File: config.mk
export PLATFORM = sky130hd
export DESIGN_NAME = svb_bank
export DESIGN_NICKNAME = d
export VERILOG_FILES = /design/src/verilog/svb_bank.v
export VERILOG_INCLUDE_DIRS = /design/src /design/src/verilog
export SDC_FILE = /design/constraint.sdc
export NUM_CORES = 1
export LEC_CHECK = 0
export BUFFER_PORTS_ARGS = -buffer_cell sky130_fd_sc_hd__buf_2
export CAP_MARGIN = 20
export CORE_MARGIN = 5
export CORE_UTILIZATION = 40
export CTS_CLUSTER_SIZE = 12
export DETAILED_ROUTE_END_ITERATION = 6
export SYNTH_ARGS = -nofsm -noshare
export SYNTH_HDL_FRONTEND = slang
export SYNTH_SLANG_ARGS = --single-unit
export TNS_END_PERCENT = 100
File: constraint.sdc
create_clock -name clk -period 9.8 [get_ports clk]
set_input_delay 1.96 -clock clk [delete_from_list [all_inputs] [get_ports clk]]
set_output_delay 1.96 -clock clk [all_outputs]
set_load 0.02 [all_outputs]
File: src/verilog/svb_bank_regs.vh
// Offsets, field positions, reset values and codes of the switch config bank
`ifndef SVB_BANK_REGS_VH
`define SVB_BANK_REGS_VH
`define SVB_OFF_VLAN8      8'hb0
`define SVB_OFF_VLAN9      8'hb4
`define SVB_OFF_VLAN10     8'hb8
`define SVB_OFF_VLAN11     8'hbc
`define SVB_OFF_VLAN12     8'hc0
`define SVB_OFF_VLAN13     8'hc4
`define SVB_OFF_VLAN14     8'hc8
`define SVB_OFF_VLAN15     8'hcc
`define SVB_OFF_SWAP       8'hd0
`define SVB_OFF_START      8'hd4
`define SVB_OFF_MCAST      8'hd8
`define SVB_OFF_IND        8'hdc
`define SVB_VLAN_FWD_LO    0
`define SVB_VLAN_TAG_LO    3
`define SVB_VLAN_VID_LO    6
`define SVB_VLAN_VALID     18
`define SVB_VLAN_W         19
`define SVB_START_WR       15
`define SVB_START_RD       31
`define SVB_MC_SRC_DROP    0
`define SVB_MC_UNK_ACT     1
`define SVB_MC_SNOOP_LO    2
`define SVB_MC_SNOOP_EN    7
`define SVB_MC_RSV_MASK    32'h0303_0300
`define SVB_IND_EN_LO      24
`define SVB_IND_W          26
`define SVB_RST_WORD       32'h0000_0000
`define SVB_SWAP_NONE      2'h0
`define SVB_SWAP_REV       2'h1
`define SVB_SWAP_HALF      2'h2
`define SVB_SWAP_PAIR      2'h3
`define SVB_NH_HOPOPT      8'h00
`define SVB_NH_ICMP4       8'h01
`define SVB_NH_ICMP6       8'h3a
`define SVB_NH_ROUTE       8'h2b
`define SVB_NH_FRAG        8'h2c
`define SVB_NH_ESP         8'h32
`define SVB_NH_AUTH        8'h33
`define SVB_NH_DSTOPT      8'h3c
`define SVB_HOP_ONE        8'h01
`endif

File: src/verilog/svb_bank.v
// Switch VLAN entries 8-15, host byte order, packet start, multicast policy, indicators
`timescale 1ns/1ns
`default_nettype none
`include "svb_bank_regs.vh"

module svb_bank #(
	parameter AW = 8
) (
	input  wire          clk,             // System clock, 10 MHz
	input  wire          rst_b,           // Synchronous reset, active low
	input  wire [AW-1:0] reg_addr,        // Register byte address
	input  wire [31:0]   reg_wdata,       // Register write data
	input  wire          reg_wr,          // Write strobe
	input  wire          reg_rd,          // Read strobe
	output reg  [31:0]   reg_rdata,       // Read data, cycle after strobe
	input  wire [31:0]   host_din,        // Host data word to reorder
	input  wire          host_din_vld,    // Host data word valid
	output reg  [31:0]   host_dout,       // Reordered host data word
	output reg           host_dout_vld,   // Reordered word valid
	output reg           host_write_begin, // Packet-input start bit
	output reg           host_read_begin, // Packet-output start bit
	input  wire          vq_vld,          // VLAN lookup request
	input  wire [11:0]   vq_vid,          // VID to look up
	output reg           vq_done,         // Lookup answer strobe
	output reg           vq_hit,          // A valid entry matched
	output reg  [2:0]    vq_member,       // Membership mask of match
	output reg  [2:0]    vq_tag,          // Egress tag mask of match
	input  wire          pk_vld,          // Frame attributes valid
	input  wire          pk_l2_mc_reg,    // Registered L2 multicast
	input  wire          pk_src_in_grp,   // Source port in group map
	input  wire          pk_ip_mc,        // IP multicast frame
	input  wire          pk_igmp_hit,     // IGMP table match
	input  wire          pk_ipv6,         // IPv6 frame
	input  wire          pk_v6_mc,        // IPv6 multicast destination
	input  wire          pk_icmp4,        // ICMPv4 frame
	input  wire [7:0]    pk_next_hdr,     // IPv6 next header
	input  wire [7:0]    pk_ext_hdr,      // Next header of first extension
	input  wire [7:0]    pk_hop,          // Hop limit or TTL
	output reg           pk_done,         // Decision strobe
	output reg           pk_drop,         // Drop the frame
	output reg           pk_flood,        // Broadcast the frame
	output reg           pk_cpu_copy,     // Copy frame to CPU port
	input  wire [7:0]    phy0_stat,       // PHY0 link conditions, async
	input  wire [7:0]    phy1_stat,       // PHY1 link conditions, async
	output reg  [2:0]    phy0_led_n,      // PHY0 indicators, low lit
	output reg  [2:0]    phy1_led_n       // PHY1 indicators, low lit
);

	localparam NV = 8;

	// Storage plan
	// Eight VLAN words live in one small array, indexed by word offset from entry 8.
	// Only the nineteen defined bits of each entry are kept; the rest read zero.
	// Policy keeps its reserved read-write pairs so software sees them come back.
	// Indicator control keeps selects and the two enable bits, nothing above.
	// Start bits are plain levels that software sets and clears itself.
	//
	// Timing plan
	// Every answer (read data, lookup, frame decision, reordered word) is
	// registered, so each leaves one clock after the strobe that asked for it.
	// Indicators see PHY status through two flops, then one more for the pins,
	// so a status change reaches a pin on the third edge.
	//
	// Hazards kept in mind
	// Read data drops back to zero outside its answer cycle, so a stale word
	// never looks like a fresh answer to a master that samples late.
	// A write and a read to the same word in one cycle never happen here,
	// as the master never raises both strobes together.

	reg  [`SVB_VLAN_W-1:0] vlan_mem [0:NV-1];
	reg  [1:0]             host_byte_swap_select;
	reg  [31:0]            multicast_policy_control;
	reg  [`SVB_IND_W-1:0]  indicator_control;
	reg  [31:0]            next_rdata;
	reg  [31:0]            next_dout;
	reg  [15:0]            stat_meta;
	reg  [15:0]            stat_sync;
	wire [NV-1:0]          vhit;
	wire                   vlan_sel;
	wire [2:0]             vlan_idx;
	wire [7:0]             off;
	wire                   mcast_source_port_drop;
	wire                   unknown_ip_mcast_action;
	wire [4:0]             v6_snoop_select;
	wire                   v6_snoop_enable;
	wire [7:0]             indicator0_source_select;
	wire [7:0]             indicator1_source_select;
	wire [7:0]             indicator2_source_select;
	wire [1:0]             ind_en;
	wire [5:0]             next_led_n;
	wire                   nh_is1;
	wire                   nh_is58;
	wire                   nh_ext;
	wire                   hop1;
	wire                   snoop_cpu;
	integer                i;

	// Field views of the policy and indicator registers
	assign mcast_source_port_drop   = multicast_policy_control[`SVB_MC_SRC_DROP];
	assign unknown_ip_mcast_action  = multicast_policy_control[`SVB_MC_UNK_ACT];
	assign v6_snoop_select          = multicast_policy_control[`SVB_MC_SNOOP_LO+4:`SVB_MC_SNOOP_LO];
	assign v6_snoop_enable          = multicast_policy_control[`SVB_MC_SNOOP_EN];
	assign indicator0_source_select = indicator_control[7:0];
	assign indicator1_source_select = indicator_control[15:8];
	assign indicator2_source_select = indicator_control[23:16];
	assign ind_en                   = indicator_control[`SVB_IND_EN_LO+1:`SVB_IND_EN_LO];

	// VLAN entries sit on consecutive words from entry 8 up
	// The range test and the alignment test together pick a VLAN word.
	// An unaligned address inside the range selects nothing at all.
	// The offset subtraction wraps below entry 8, but then the range test fails.
	assign off      = reg_addr[7:0] - `SVB_OFF_VLAN8;
	assign vlan_sel = (reg_addr >= `SVB_OFF_VLAN8) && (reg_addr <= `SVB_OFF_VLAN15)
	                  && (reg_addr[1:0] == 2'h0);
	assign vlan_idx = off[4:2];

	// Register writes; only defined fields store, reserved read-only bits drop
	// Each register keeps only the bits it owns, so reserved read-only bits
	// cannot be set by a write of all ones.
	// Unmapped addresses fall to the empty default branch and change nothing.
	// A VLAN word write updates all fields of that entry in one cycle, so a
	// lookup never sees half of an old entry and half of a new one.
	always @(posedge clk) begin
		if (!rst_b) begin
			for (i = 0; i < NV; i = i + 1) begin
				vlan_mem[i] <= {`SVB_VLAN_W{1'b0}};
			end
			host_byte_swap_select    <= 2'h0;
			host_write_begin         <= 1'b0;
			host_read_begin          <= 1'b0;
			multicast_policy_control <= `SVB_RST_WORD;
			indicator_control        <= {`SVB_IND_W{1'b0}};
		end else if (reg_wr) begin
			if (vlan_sel) begin
				vlan_mem[vlan_idx] <= reg_wdata[`SVB_VLAN_W-1:0];
			end
			case (reg_addr)
				`SVB_OFF_SWAP: begin
					host_byte_swap_select <= reg_wdata[1:0];
				end
				`SVB_OFF_START: begin
					host_write_begin <= reg_wdata[`SVB_START_WR];
					host_read_begin  <= reg_wdata[`SVB_START_RD];
				end
				`SVB_OFF_MCAST: begin
					multicast_policy_control <= reg_wdata & (`SVB_MC_RSV_MASK | 32'h0000_00ff);
				end
				`SVB_OFF_IND: begin
					indicator_control <= reg_wdata[`SVB_IND_W-1:0];
				end
				default: begin
				end
			endcase
		end
	end

	// Read mux; unmapped addresses and reserved read-only bits read zero
	// Start bits return in their own positions, all other bits zero.
	// Policy returns its stored word; the write mask already cleared spares.
	// Indicator control is padded with zeros above the enable field.
	always @* begin
		next_rdata = `SVB_RST_WORD;
		if (vlan_sel) begin
			next_rdata = {13'h0000, vlan_mem[vlan_idx]};
		end else begin
			case (reg_addr)
				`SVB_OFF_SWAP:  next_rdata = {30'h0000_0000, host_byte_swap_select};
				`SVB_OFF_START: next_rdata = {host_read_begin, 15'h0000, host_write_begin, 15'h0000};
				`SVB_OFF_MCAST: next_rdata = multicast_policy_control;
				`SVB_OFF_IND:   next_rdata = {6'h00, indicator_control};
				default:        next_rdata = `SVB_RST_WORD;
			endcase
		end
	end

	// Read data register, holds zero outside read answers
	always @(posedge clk) begin
		if (!rst_b) begin
			reg_rdata <= `SVB_RST_WORD;
		end else if (reg_rd) begin
			reg_rdata <= next_rdata;
		end else begin
			reg_rdata <= `SVB_RST_WORD;
		end
	end

	// Host data byte reorder
	// Byte 3 is the top byte of the word, byte 0 the bottom one.
	// The selector is read at the edge that takes the word, so a change of
	// code between two words affects only the later one.
	always @* begin
		case (host_byte_swap_select)
			`SVB_SWAP_NONE: next_dout = host_din;
			`SVB_SWAP_REV:  next_dout = {host_din[7:0], host_din[15:8], host_din[23:16], host_din[31:24]};
			`SVB_SWAP_HALF: next_dout = {host_din[23:16], host_din[31:24], host_din[7:0], host_din[15:8]};
			`SVB_SWAP_PAIR: next_dout = {host_din[15:8], host_din[7:0], host_din[31:24], host_din[23:16]};
			default:        next_dout = host_din;
		endcase
	end

	// Reordered word leaves one cycle after it enters
	always @(posedge clk) begin
		if (!rst_b) begin
			host_dout     <= `SVB_RST_WORD;
			host_dout_vld <= 1'b0;
		end else begin
			host_dout_vld <= host_din_vld;
			if (host_din_vld) begin
				host_dout <= next_dout;
			end
		end
	end

	// Per-entry VID compare; VID 0 is outside the usable range
	// One comparator per entry; all eight work in parallel in one cycle.
	// An entry with its valid bit clear never matches, whatever VID it holds.
	genvar g;
	generate
		for (g = 0; g < NV; g = g + 1) begin : g_vlan
			assign vhit[g] = vlan_mem[g][`SVB_VLAN_VALID]
			                 && (vq_vid != 12'h000)
			                 && (vlan_mem[g][`SVB_VLAN_VID_LO+11:`SVB_VLAN_VID_LO] == vq_vid);
		end
	endgenerate

	// Lookup answer; lowest matching entry wins
	// The loop runs from the top entry down, so the last hit written,
	// the lowest index, is the one that stands.
	// A miss answers with both masks cleared, never with old masks.
	always @(posedge clk) begin
		if (!rst_b) begin
			vq_done   <= 1'b0;
			vq_hit    <= 1'b0;
			vq_member <= 3'h0;
			vq_tag    <= 3'h0;
		end else begin
			vq_done <= vq_vld;
			if (vq_vld) begin
				vq_hit    <= |vhit;
				vq_member <= 3'h0;
				vq_tag    <= 3'h0;
				for (i = NV - 1; i >= 0; i = i - 1) begin
					if (vhit[i]) begin
						vq_member <= vlan_mem[i][`SVB_VLAN_FWD_LO+2:`SVB_VLAN_FWD_LO];
						vq_tag    <= vlan_mem[i][`SVB_VLAN_TAG_LO+2:`SVB_VLAN_TAG_LO];
					end
				end
			end
		end
	end

	// IPv6 header classification for snooping
	// Hop-by-hop options (next header 0) look one header further in.
	// Only the first extension header is inspected; deeper chains are not.
	assign hop1    = (pk_hop == `SVB_HOP_ONE);
	assign nh_ext  = (pk_next_hdr == `SVB_NH_HOPOPT);
	assign nh_is1  = (pk_next_hdr == `SVB_NH_ICMP4) || (nh_ext && pk_ext_hdr == `SVB_NH_ICMP4);
	assign nh_is58 = (pk_next_hdr == `SVB_NH_ICMP6) || (nh_ext && pk_ext_hdr == `SVB_NH_ICMP6);

	// Snoop terms, all gated by the enable bit
	// Select bits 2 and 3 do the same job; either one turns the term on.
	// The copy to the CPU port does not change drop or flood.
	assign snoop_cpu = v6_snoop_enable && (
	    (v6_snoop_select[0] && pk_ipv6 && pk_v6_mc && hop1 && nh_is1)
	 || (v6_snoop_select[1] && pk_ipv6 && pk_v6_mc && hop1 && nh_is58)
	 || ((v6_snoop_select[2] || v6_snoop_select[3]) && (pk_icmp4 || pk_ipv6) && hop1)
	 || (v6_snoop_select[4] && pk_ipv6 && ((pk_next_hdr == `SVB_NH_ROUTE)
	     || (pk_next_hdr == `SVB_NH_FRAG) || (pk_next_hdr == `SVB_NH_ESP)
	     || (pk_next_hdr == `SVB_NH_AUTH) || (pk_next_hdr == `SVB_NH_DSTOPT))));

	// Forwarding decisions, one cycle after the attributes
	// The source-port rule is tested first and wins over the IP rule.
	// A frame matching neither rule is neither dropped nor flooded here.
	// Decisions hold until the next frame is presented.
	always @(posedge clk) begin
		if (!rst_b) begin
			pk_done     <= 1'b0;
			pk_drop     <= 1'b0;
			pk_flood    <= 1'b0;
			pk_cpu_copy <= 1'b0;
		end else begin
			pk_done <= pk_vld;
			if (pk_vld) begin
				pk_drop     <= 1'b0;
				pk_flood    <= 1'b0;
				pk_cpu_copy <= snoop_cpu;
				if (pk_l2_mc_reg && !pk_src_in_grp) begin
					pk_drop  <= mcast_source_port_drop;
					pk_flood <= !mcast_source_port_drop;
				end else if (pk_ip_mc && !pk_igmp_hit) begin
					pk_drop  <= !unknown_ip_mcast_action;
					pk_flood <= unknown_ip_mcast_action;
				end
			end
		end
	end

	// Two-flop synchroniser for PHY status
	// Status pins come from the PHY's own timing and may change anywhere.
	// Only the second flop feeds logic; the first may go metastable.
	// Each bit is synchronised alone; a short glitch may blink one pin once.
	always @(posedge clk) begin
		if (!rst_b) begin
			stat_meta <= 16'h0000;
			stat_sync <= 16'h0000;
		end else begin
			stat_meta <= {phy1_stat, phy0_stat};
			stat_sync <= stat_meta;
		end
	end

	// Indicator drive per PHY and pin: any selected condition lights it
	// Entries 0 to 2 belong to PHY0, entries 3 to 5 to PHY1.
	// Pin i of a PHY uses select field i against that PHY's status.
	// A disabled PHY keeps all its pins high, which is dark.
	generate
		for (g = 0; g < 6; g = g + 1) begin : g_led
			assign next_led_n[g] = ~(ind_en[g/3]
			    & |(indicator_control[(g%3)*8 +: 8] & stat_sync[(g/3)*8 +: 8]));
		end
	endgenerate

	// Indicator outputs, dark (high) in reset
	// Registered so that pins never glitch on combinational settling.
	always @(posedge clk) begin
		if (!rst_b) begin
			phy0_led_n <= 3'h7;
			phy1_led_n <= 3'h7;
		end else begin
			phy0_led_n <= next_led_n[2:0];
			phy1_led_n <= next_led_n[5:3];
		end
	end

endmodule
`default_nettype wire

==> load_flow_metrics.sql, run 1 <==
INSERT INTO impl_metrics (metric_group, metric, value, unit) VALUES
('status', 'run_status', 'finished clean', ''),
('timing', 'final_clock_skew', '0.0188', 'ns'),
('synth', 'postSynthRegisterBits', '306', ''),
('setup_path', 'worstSetupStartpoint', 'reg_addr[4]', ''),
('place', 'place_hpwl', '31000', 'um'),
('pwr', 'pwr_per_cell_area', '172', 'mW/mm^2'),
('setup_path', 'crit_chain', 'buf_2 > nand2_1 > nor2_1 > a21oi_1 > nor2_1 > nand3_1 > nor4_4 > nand2b_1', ''),
('place', 'port-buffer-count', '212', ''),
('setup_path', 'cp_top_family', 'simple AND/OR/NAND/NOR gates', ''),
('clock_tree', 'cts_tree', 'done', ''),
('die', 'core_footprint', '0.0366', 'mm^2'),
('setup_path', 'rrSetupSlack', '7.13', 'ns'),
('die', 'die_width', '203', 'um'),
('synth', 'synthesis.area_per_instance', '11.8', 'um^2'),
('final_layout', 'final_net_count', '1576', ''),
('synth', 'yosysWarningCount', '0', ''),
('clock_tree', 'clkSinkCount', '306', ''),
('die', 'row_count', '70', ''),
('timing', 'finalWorstSetupSlack', '4.64', 'ns'),
('final_layout', 'area_growth_syn_to_layout', '16.5', '%'),
('clock_tree', 'cts-root-buf', 'sky130_fd_sc_hd__clkbuf_16', ''),
('route', 'drt.antenna.violating_nets', '0', ''),
('synth', 'post_synth_instance_area', '0.0149', 'mm^2'),
('setup_path', 'worst_path_largest_cell_delay', '0.84', 'ns'),
('place', 'placed_cells_incl_taps', '1868', ''),
('setup_path', 'path_class', 'in2reg', ''),
('min_path', 'timing.hold.worst_path_depth', '1', ''),
('synth', 'synth_enable_flop_cells', '152', ''),
('pwr', 'ir_worst_vdd', '0.120', 'mV'),
('synth', 'postSynthCellCount', '1263', ''),
('global_routing', 'largest_net_degree_at_the_start_of_global_routing', '74', ''),
('timing', 'slew-limit-headroom', '24.6', '%'),
('setup_path', 'required', '9.93', 'ns'),
('clock_tree', 'clk-insertion-delay-late', '0.52', 'ns'),
('global_routing', 'first_global_vias', '10669', ''),
('route', 'via_count', '10631', ''),
('final_layout', 'mostFrequentLayoutCells', 'sky130_fd_sc_hd__buf_2 (211), sky130_fd_sc_hd__and2_1 (192), sky130_fd_sc_hd__dfxtp_1 (153)', ''),
('die', 'dieArea', '0.0411', 'mm^2'),
('synth', 'async_reset_ff_share', '0', '%'),
('timing', 'timing_max_transition_violations_final', '0', ''),
('timing', 'tns_setup', '0', 'ns'),
('final_layout', 'final_common_cell', 'sky130_fd_sc_hd__buf_2', ''),
('setup_path', 'worst-r2r-cell-count', '7', ''),
('global_routing', 'grt_pass1_wl', '64500', 'um'),
('setup_path', 'largest_fanout_on_the_critical_path', '29', ''),
('route', 'wl_per_cell', '22.0', 'um'),
('setup_path', 'worstPathBufferInverterCount', '1', ''),
('global_routing', 'antenna_found_initial', '1', ''),
('clock_tree', 'cts_made_buffers', '35', ''),
('clock_tree', 'cts.hold.buffers_added', '0', ''),
('route', 'wl', '42500', 'um'),
('setup_path', 'timing.critical_path.to_type', 'register', ''),
('min_path', 'hold_path.startpoint', 'stat_meta[7]', ''),
('run', 'maxCapViolations', '0', ''),
('final_layout', 'antenna_cells', '0', ''),
('setup_path', 'worst_ep_arrival_time', '5.29', 'ns'),
('final_layout', 'final_core_utilization', '47.3', '%'),
('pwr', 'p_leak', '0.00652', 'uW'),
('setup_path', 'r2r_start', 'vlan_mem[5][6]', ''),
('clock_tree', 'post_cts_setup_buffers', '0', ''),
('setup_path', 'critPathSlowestCell', 'sky130_fd_sc_hd__nand2b_1', ''),
('synth', 'dominantRegCellSynth', 'sky130_fd_sc_hd__dfxtp_1', ''),
('route', 'vias_per_cell', '5.51', ''),
('timing', 'setup_viol_count_final', '0', ''),
('die', 'dieHeight', '203', 'um'),
('final_layout', 'finish.cell_count_without_fillers', '1931', ''),
('setup_path', 'path_depth', '8', ''),
('timing', 'rsz0062_at_grt', 'no', ''),
('final_layout', 'drive_above_1_share', '25.6', '%'),
('place', 'globalplace.congestion', '0.878', ''),
('synth', 'netlist.area_leader.share', '30.7', '%');
## kinds of logic after synthesis
kind of cell	synth area share, %
DFF	51.5
buffers and inverters	3.71
muxes	14.8
and+or+nand+nor	17.7
AOI/OAI and AO/OA	6.29
other	0.0252
xor gates and xnor gates	6.01
## cell usage after synthesis (22+ instances only)
cell                       count
sky130_fd_sc_hd__a21oi_1      47
sky130_fd_sc_hd__a22oi_1      34
sky130_fd_sc_hd__and2_1      192
sky130_fd_sc_hd__clkbuf_1     54
sky130_fd_sc_hd__dfxtp_1     154
sky130_fd_sc_hd__edfxtp_1    152
sky130_fd_sc_hd__mux2i_1      61
sky130_fd_sc_hd__mux4_2       70
sky130_fd_sc_hd__nand2_1     111
sky130_fd_sc_hd__nand3_1      27
sky130_fd_sc_hd__nand4_1      22
sky130_fd_sc_hd__nor2_1       52
sky130_fd_sc_hd__xnor2_1      59
sky130_fd_sc_hd__xor2_1       30
## per-layer routing
metal / vias up / GRT usage, % / wire [um]
met4: 2 / 3.88 / 656
met3: 55 / 3.90 / 3040
li1: 4924 / - / -
met5: - / 0 / 13
met1: 5269 / 28.1 / 18700
met2: 381 / 33.2 / 20100
## state kept, by name (all words and copies together) (netlist names)
register                  flops
vlan_mem                    152
host_dout                    32
reg_rdata                    27
indicator_control            26
stat_meta                    16
stat_sync                    16
multicast_policy_control     14
phy0_led_n                    3
phy1_led_n                    3
vq_member                     3
vq_tag                        3
host_byte_swap_select         2
host_dout_vld                 1
host_read_begin               1
host_write_begin              1
pk_cpu_copy                   1
pk_done                       1
pk_drop                       1
pk_flood                      1
vq_done                       1
vq_hit                        1
## stage by stage
step           hold WS [ns]  cell area, um^2  total power [uW]
6_report              0.430            17300              2970
5_1_grt               0.440            17300              3070
4_1_cts               0.433            17300              2990
3_5_place_dp          0.420            16200              1710
3_3_place_gp          0.423            16200              1710
2_1_floorplan         0.406            14900              1610
## worst paths after layout
path / end
hold / removal: stat_sync[7]
hold reg to reg: stat_sync[7]
setup / recovery: vlan_mem[4][8]
setup reg to reg: vq_member[1]
## where the power goes
part	leakage [uW]	total [uW]	internal, uW	switching [uW]
Clock	0.000555	1280	767	516
Combinational	0.00327	262	111	151
Sequential	0.00270	1420	1390	32.5
Total	0.00652	2970	2270	700
## final cells by class
class                      count  area (um^2)
clock buffer                  48          997
clock inverter                14          136
fill                        3390        19300
inverter                      11         41.3
multi-input combinational    857         6710
sequential                   306         7650
tap                          468          586
timing repair buffer         227         1180
Power figures use the tool's default switching activity.
==> run 2: changes to the inputs <==
==> constraint.sdc (replaced) <==
create_clock -name clk -period 5.34 [get_ports clk]
set_input_delay 1.068 -clock clk [delete_from_list [all_inputs] [get_ports clk]]
set_output_delay 1.068 -clock clk [all_outputs]
set_load 0.02 [all_outputs]
==> run 2 against run 1 <==
Effect of this change: combinational power up 85%; critical path depth up 2; sequential share of layout area down 0.11 points; non-clock buffer count up 8; sequential power up 84%; wire length up 0.69%; largest power group unchanged; register-to-register slack worse by 4.6 ns; clock power up 86%; via count up 0.28%; core utilization up 0.12 points; first-iteration DRC count up 3.4%.
==> load_flow_metrics.sql, run 2 (synthesized netlist as in run 1, its figures left out) <==
INSERT INTO impl_metrics (metric_group, metric, value, unit) VALUES
('status', 'run_status', 'finished clean', ''),
('final_layout', 'area_growth_syn_to_layout', '16.7', '%'),
('route', 'wl', '42800', 'um'),
('timing', 'timing_max_transition_violations_final', '0', ''),
('setup_path', 'cp-start-kind', 'input port', ''),
('clock_tree', 'cts_max_level', '2', ''),
('global_routing', 'antenna_found_initial', '3', ''),
('final_layout', 'largest_register_ffs', '152', ''),
('setup_path', 'critPathSlowestCell', 'sky130_fd_sc_hd__nand2b_1', ''),
('clock_tree', 'post_cts_setup_buffers', '0', ''),
('final_layout', 'final_net_count', '1584', ''),
('min_path', 'hold_path_class', 'reg2reg', ''),
('pwr', 'power.sequential.fraction', '47.7', '%'),
('pwr', 'intPower', '4170', 'uW'),
('setup_path', 'path_class', 'in2reg', ''),
('global_routing', 'first_global_vias', '10682', ''),
('final_layout', 'final_common_cell', 'sky130_fd_sc_hd__buf_2', ''),
('final_layout', 'largest_register', 'vlan_mem', ''),
('clock_tree', 'cts_tree', 'done', ''),
('clock_tree', 'clkSinkCount', '306', ''),
('die', 'core_footprint', '0.0366', 'mm^2'),
('timing', 'setup_viol_count_final', '0', ''),
('final_layout', 'reg_top3', 'vlan_mem x152, host_dout x32, reg_rdata x27', ''),
('die', 'row_count', '70', ''),
('die', 'dieHeight', '203', 'um'),
('timing', 'max_clock_freq', '0.294', 'GHz'),
('pwr', 'power.combinational.fraction', '8.8', '%'),
('pwr', 'p_leak', '0.00656', 'uW'),
('final_layout', 'final_core_utilization', '47.4', '%'),
('timing', 'tns_setup', '0', 'ns'),
('route', 'via_count', '10661', ''),
('timing', 'period_minus_slack', '3.40', 'ns'),
('setup_path', 'largest_fanout_on_the_critical_path', '28', ''),
('pwr', 'ir_worst_vdd', '0.170', 'mV'),
('setup_path', 'worst_ep_arrival_time', '3.61', 'ns'),
('global_routing', 'globalRoute.totalOverflow', '0', ''),
('global_routing', 'largest_net_degree_at_the_start_of_global_routing', '49', ''),
('clock_tree', 'cts.hold.buffers_added', '0', ''),
('final_layout', 'drive_above_1_share', '26.0', '%'),
('place', 'place_hpwl', '31200', 'um'),
('clock_tree', 'cts.repair.resized', '0', ''),
('setup_path', 'critical_path.most_common_cell', 'sky130_fd_sc_hd__buf_4', ''),
('die', 'boundaryPins', '223', ''),
('final_layout', 'mostFrequentLayoutCells', 'sky130_fd_sc_hd__buf_2 (211), sky130_fd_sc_hd__and2_1 (192), sky130_fd_sc_hd__dfxtp_1 (153)', ''),
('route', 'route.detailed.drc', '0', ''),
('timing', 'worstMarginPinSlew', '1.02', 'ns'),
('die', 'dieArea', '0.0411', 'mm^2'),
('clock_tree', 'cts_made_buffers', '35', ''),
('setup_path', 'cp_top_family', 'simple AND/OR/NAND/NOR gates', ''),
('run', 'maxCapViolations', '0', ''),
('setup_path', 'crit_chain', 'buf_2 > buf_4 > nor2_1 > a21oi_1 > nor2_1 > nand3_1 > nor4b_2 > buf_4 > nand2b_1 > buf_4', ''),
('setup_path', 'worstPathBufferInverterCount', '4', ''),
('route', 'drtPass1Iterations', '5', ''),
('setup_path', 'worst_path_largest_cell_delay', '0.38', 'ns'),
('pwr', 'pwr_per_cell_area', '316', 'mW/mm^2'),
('pwr', 'net-switching-power', '1310', 'uW'),
('timing', 'slew-limit-headroom', '32.3', '%'),
('final_layout', 'antenna_cells', '0', ''),
('clock_tree', 'ctsLongestPathBuffers', '3', ''),
('pwr', 'clkPwrFrac', '43.5', '%'),
('die', 'die_width', '203', 'um'),
('timing', 'final_clock_skew', '0.0117', 'ns'),
('setup_path', 'timing.critical_path.to_type', 'register', ''),
('clock_tree', 'cts.reportedPaths.clkPinSlew', '0.05', 'ns'),
('timing', 'final-hold-violation-count', '0', ''),
('die', 'initial_utilization', '40.6', '%'),
('pwr', 'netSwitchingFraction', '23.9', '%'),
('route', 'vias_per_cell', '5.50', ''),
('route', 'drt.antenna.violating_nets', '0', ''),
('global_routing', 'grt.total_usage', '20.2', '%'),
('place', 'port-buffer-count', '212', ''),
('setup_path', 'required', '5.55', 'ns'),
('route', 'wl_per_cell', '22.1', 'um'),
('timing', 'rsz0062_at_grt', 'no', ''),
('route', 'first_iter_violations', '831', ''),
('timing', 'final.period_utilization', '63.7', '%'),
('clock_tree', 'cts-root-buf', 'sky130_fd_sc_hd__clkbuf_16', ''),
('global_routing', 'grt_pass1_wl', '64700', 'um'),
('place', 'globalplace.congestion', '0.871', ''),
('clock_tree', 'clk-insertion-delay-late', '0.52', 'ns');
==> run 2: changes by cell type in the layout (fill, tap and decap cells not counted), sizes merged <==
cell,before,now
clkinvlp,2,0
bufinv,2,3
clkbuf,48,44
clkinv,9,14
buf,227,235
==> run 2: area by class of cell <==
type,count,area (um^2)
multi-input combinational,857,6690
timing repair buffer,235,1240
inverter,11,41.3
tap,468,586
sequential,306,7650
clock buffer,44,945
clock inverter,18,196
fill,3363,19300
==> run 2: worst register-to-register path, stage by stage, from the launching register on <==
cell and delay, ns:
sky130_fd_sc_hd__edfxtp_1 0.41, sky130_fd_sc_hd__xor2_1 0.18, sky130_fd_sc_hd__nor4_1 0.65, sky130_fd_sc_hd__nand3_1 0.21
sky130_fd_sc_hd__nor3_2 0.41, sky130_fd_sc_hd__and3_2 0.33, sky130_fd_sc_hd__a221oi_1 0.10, sky130_fd_sc_hd__and3_1 0.19
sky130_fd_sc_hd__o31ai_1 0.22
==> run 2: per-stage QoR <==
step                setup WS, ns  hold WS (ns)  area, um^2  instances  total power, uW
floorplan                   1.63         0.406       14900       1267             2950
detailed placement          1.44         0.422       16200       1877             3140
global route                1.79         0.453       17300       1939             5670
global placement            1.49         0.423       16200       1877             3140
finish                      1.94         0.434       17300       1939             5480
CTS                         2.00         0.437       17300       1939             5520
==> run 2: power by group through the flow <==
stage / clock network [uW] / logic [uW] / registers [uW]
2_1_floorplan: 0 / 284 / 2660
6_report: 2380 / 484 / 2610
3_3_place_gp: 0 / 480 / 2660
4_1_cts: 2430 / 486 / 2610
5_1_grt: 2530 / 521 / 2620
3_5_place_dp: 0 / 484 / 2660
==> run 2: final timing paths <==
path / slack (ns) / to / depth (start not counted) / start
setup / recovery: 1.94 / vlan_mem[0][13] / 10 / reg_addr[4]
hold / removal: 0.43 / stat_sync[9] / 1 / stat_meta[9]
setup reg to reg: 2.54 / vq_tag[2] / 8 / vlan_mem[4][14]
hold reg to reg: 0.43 / stat_sync[9] / 1 / stat_meta[9]
==> run 2: per-layer routing <==
metal  routed length, um  track usage (%)  vias up
li1                    -                -     4931
met4                 932             4.53        4
met2               20400             33.2      428
met1               18300             28.0     5233
met5                  27                0        -
met3                3140             3.98       65
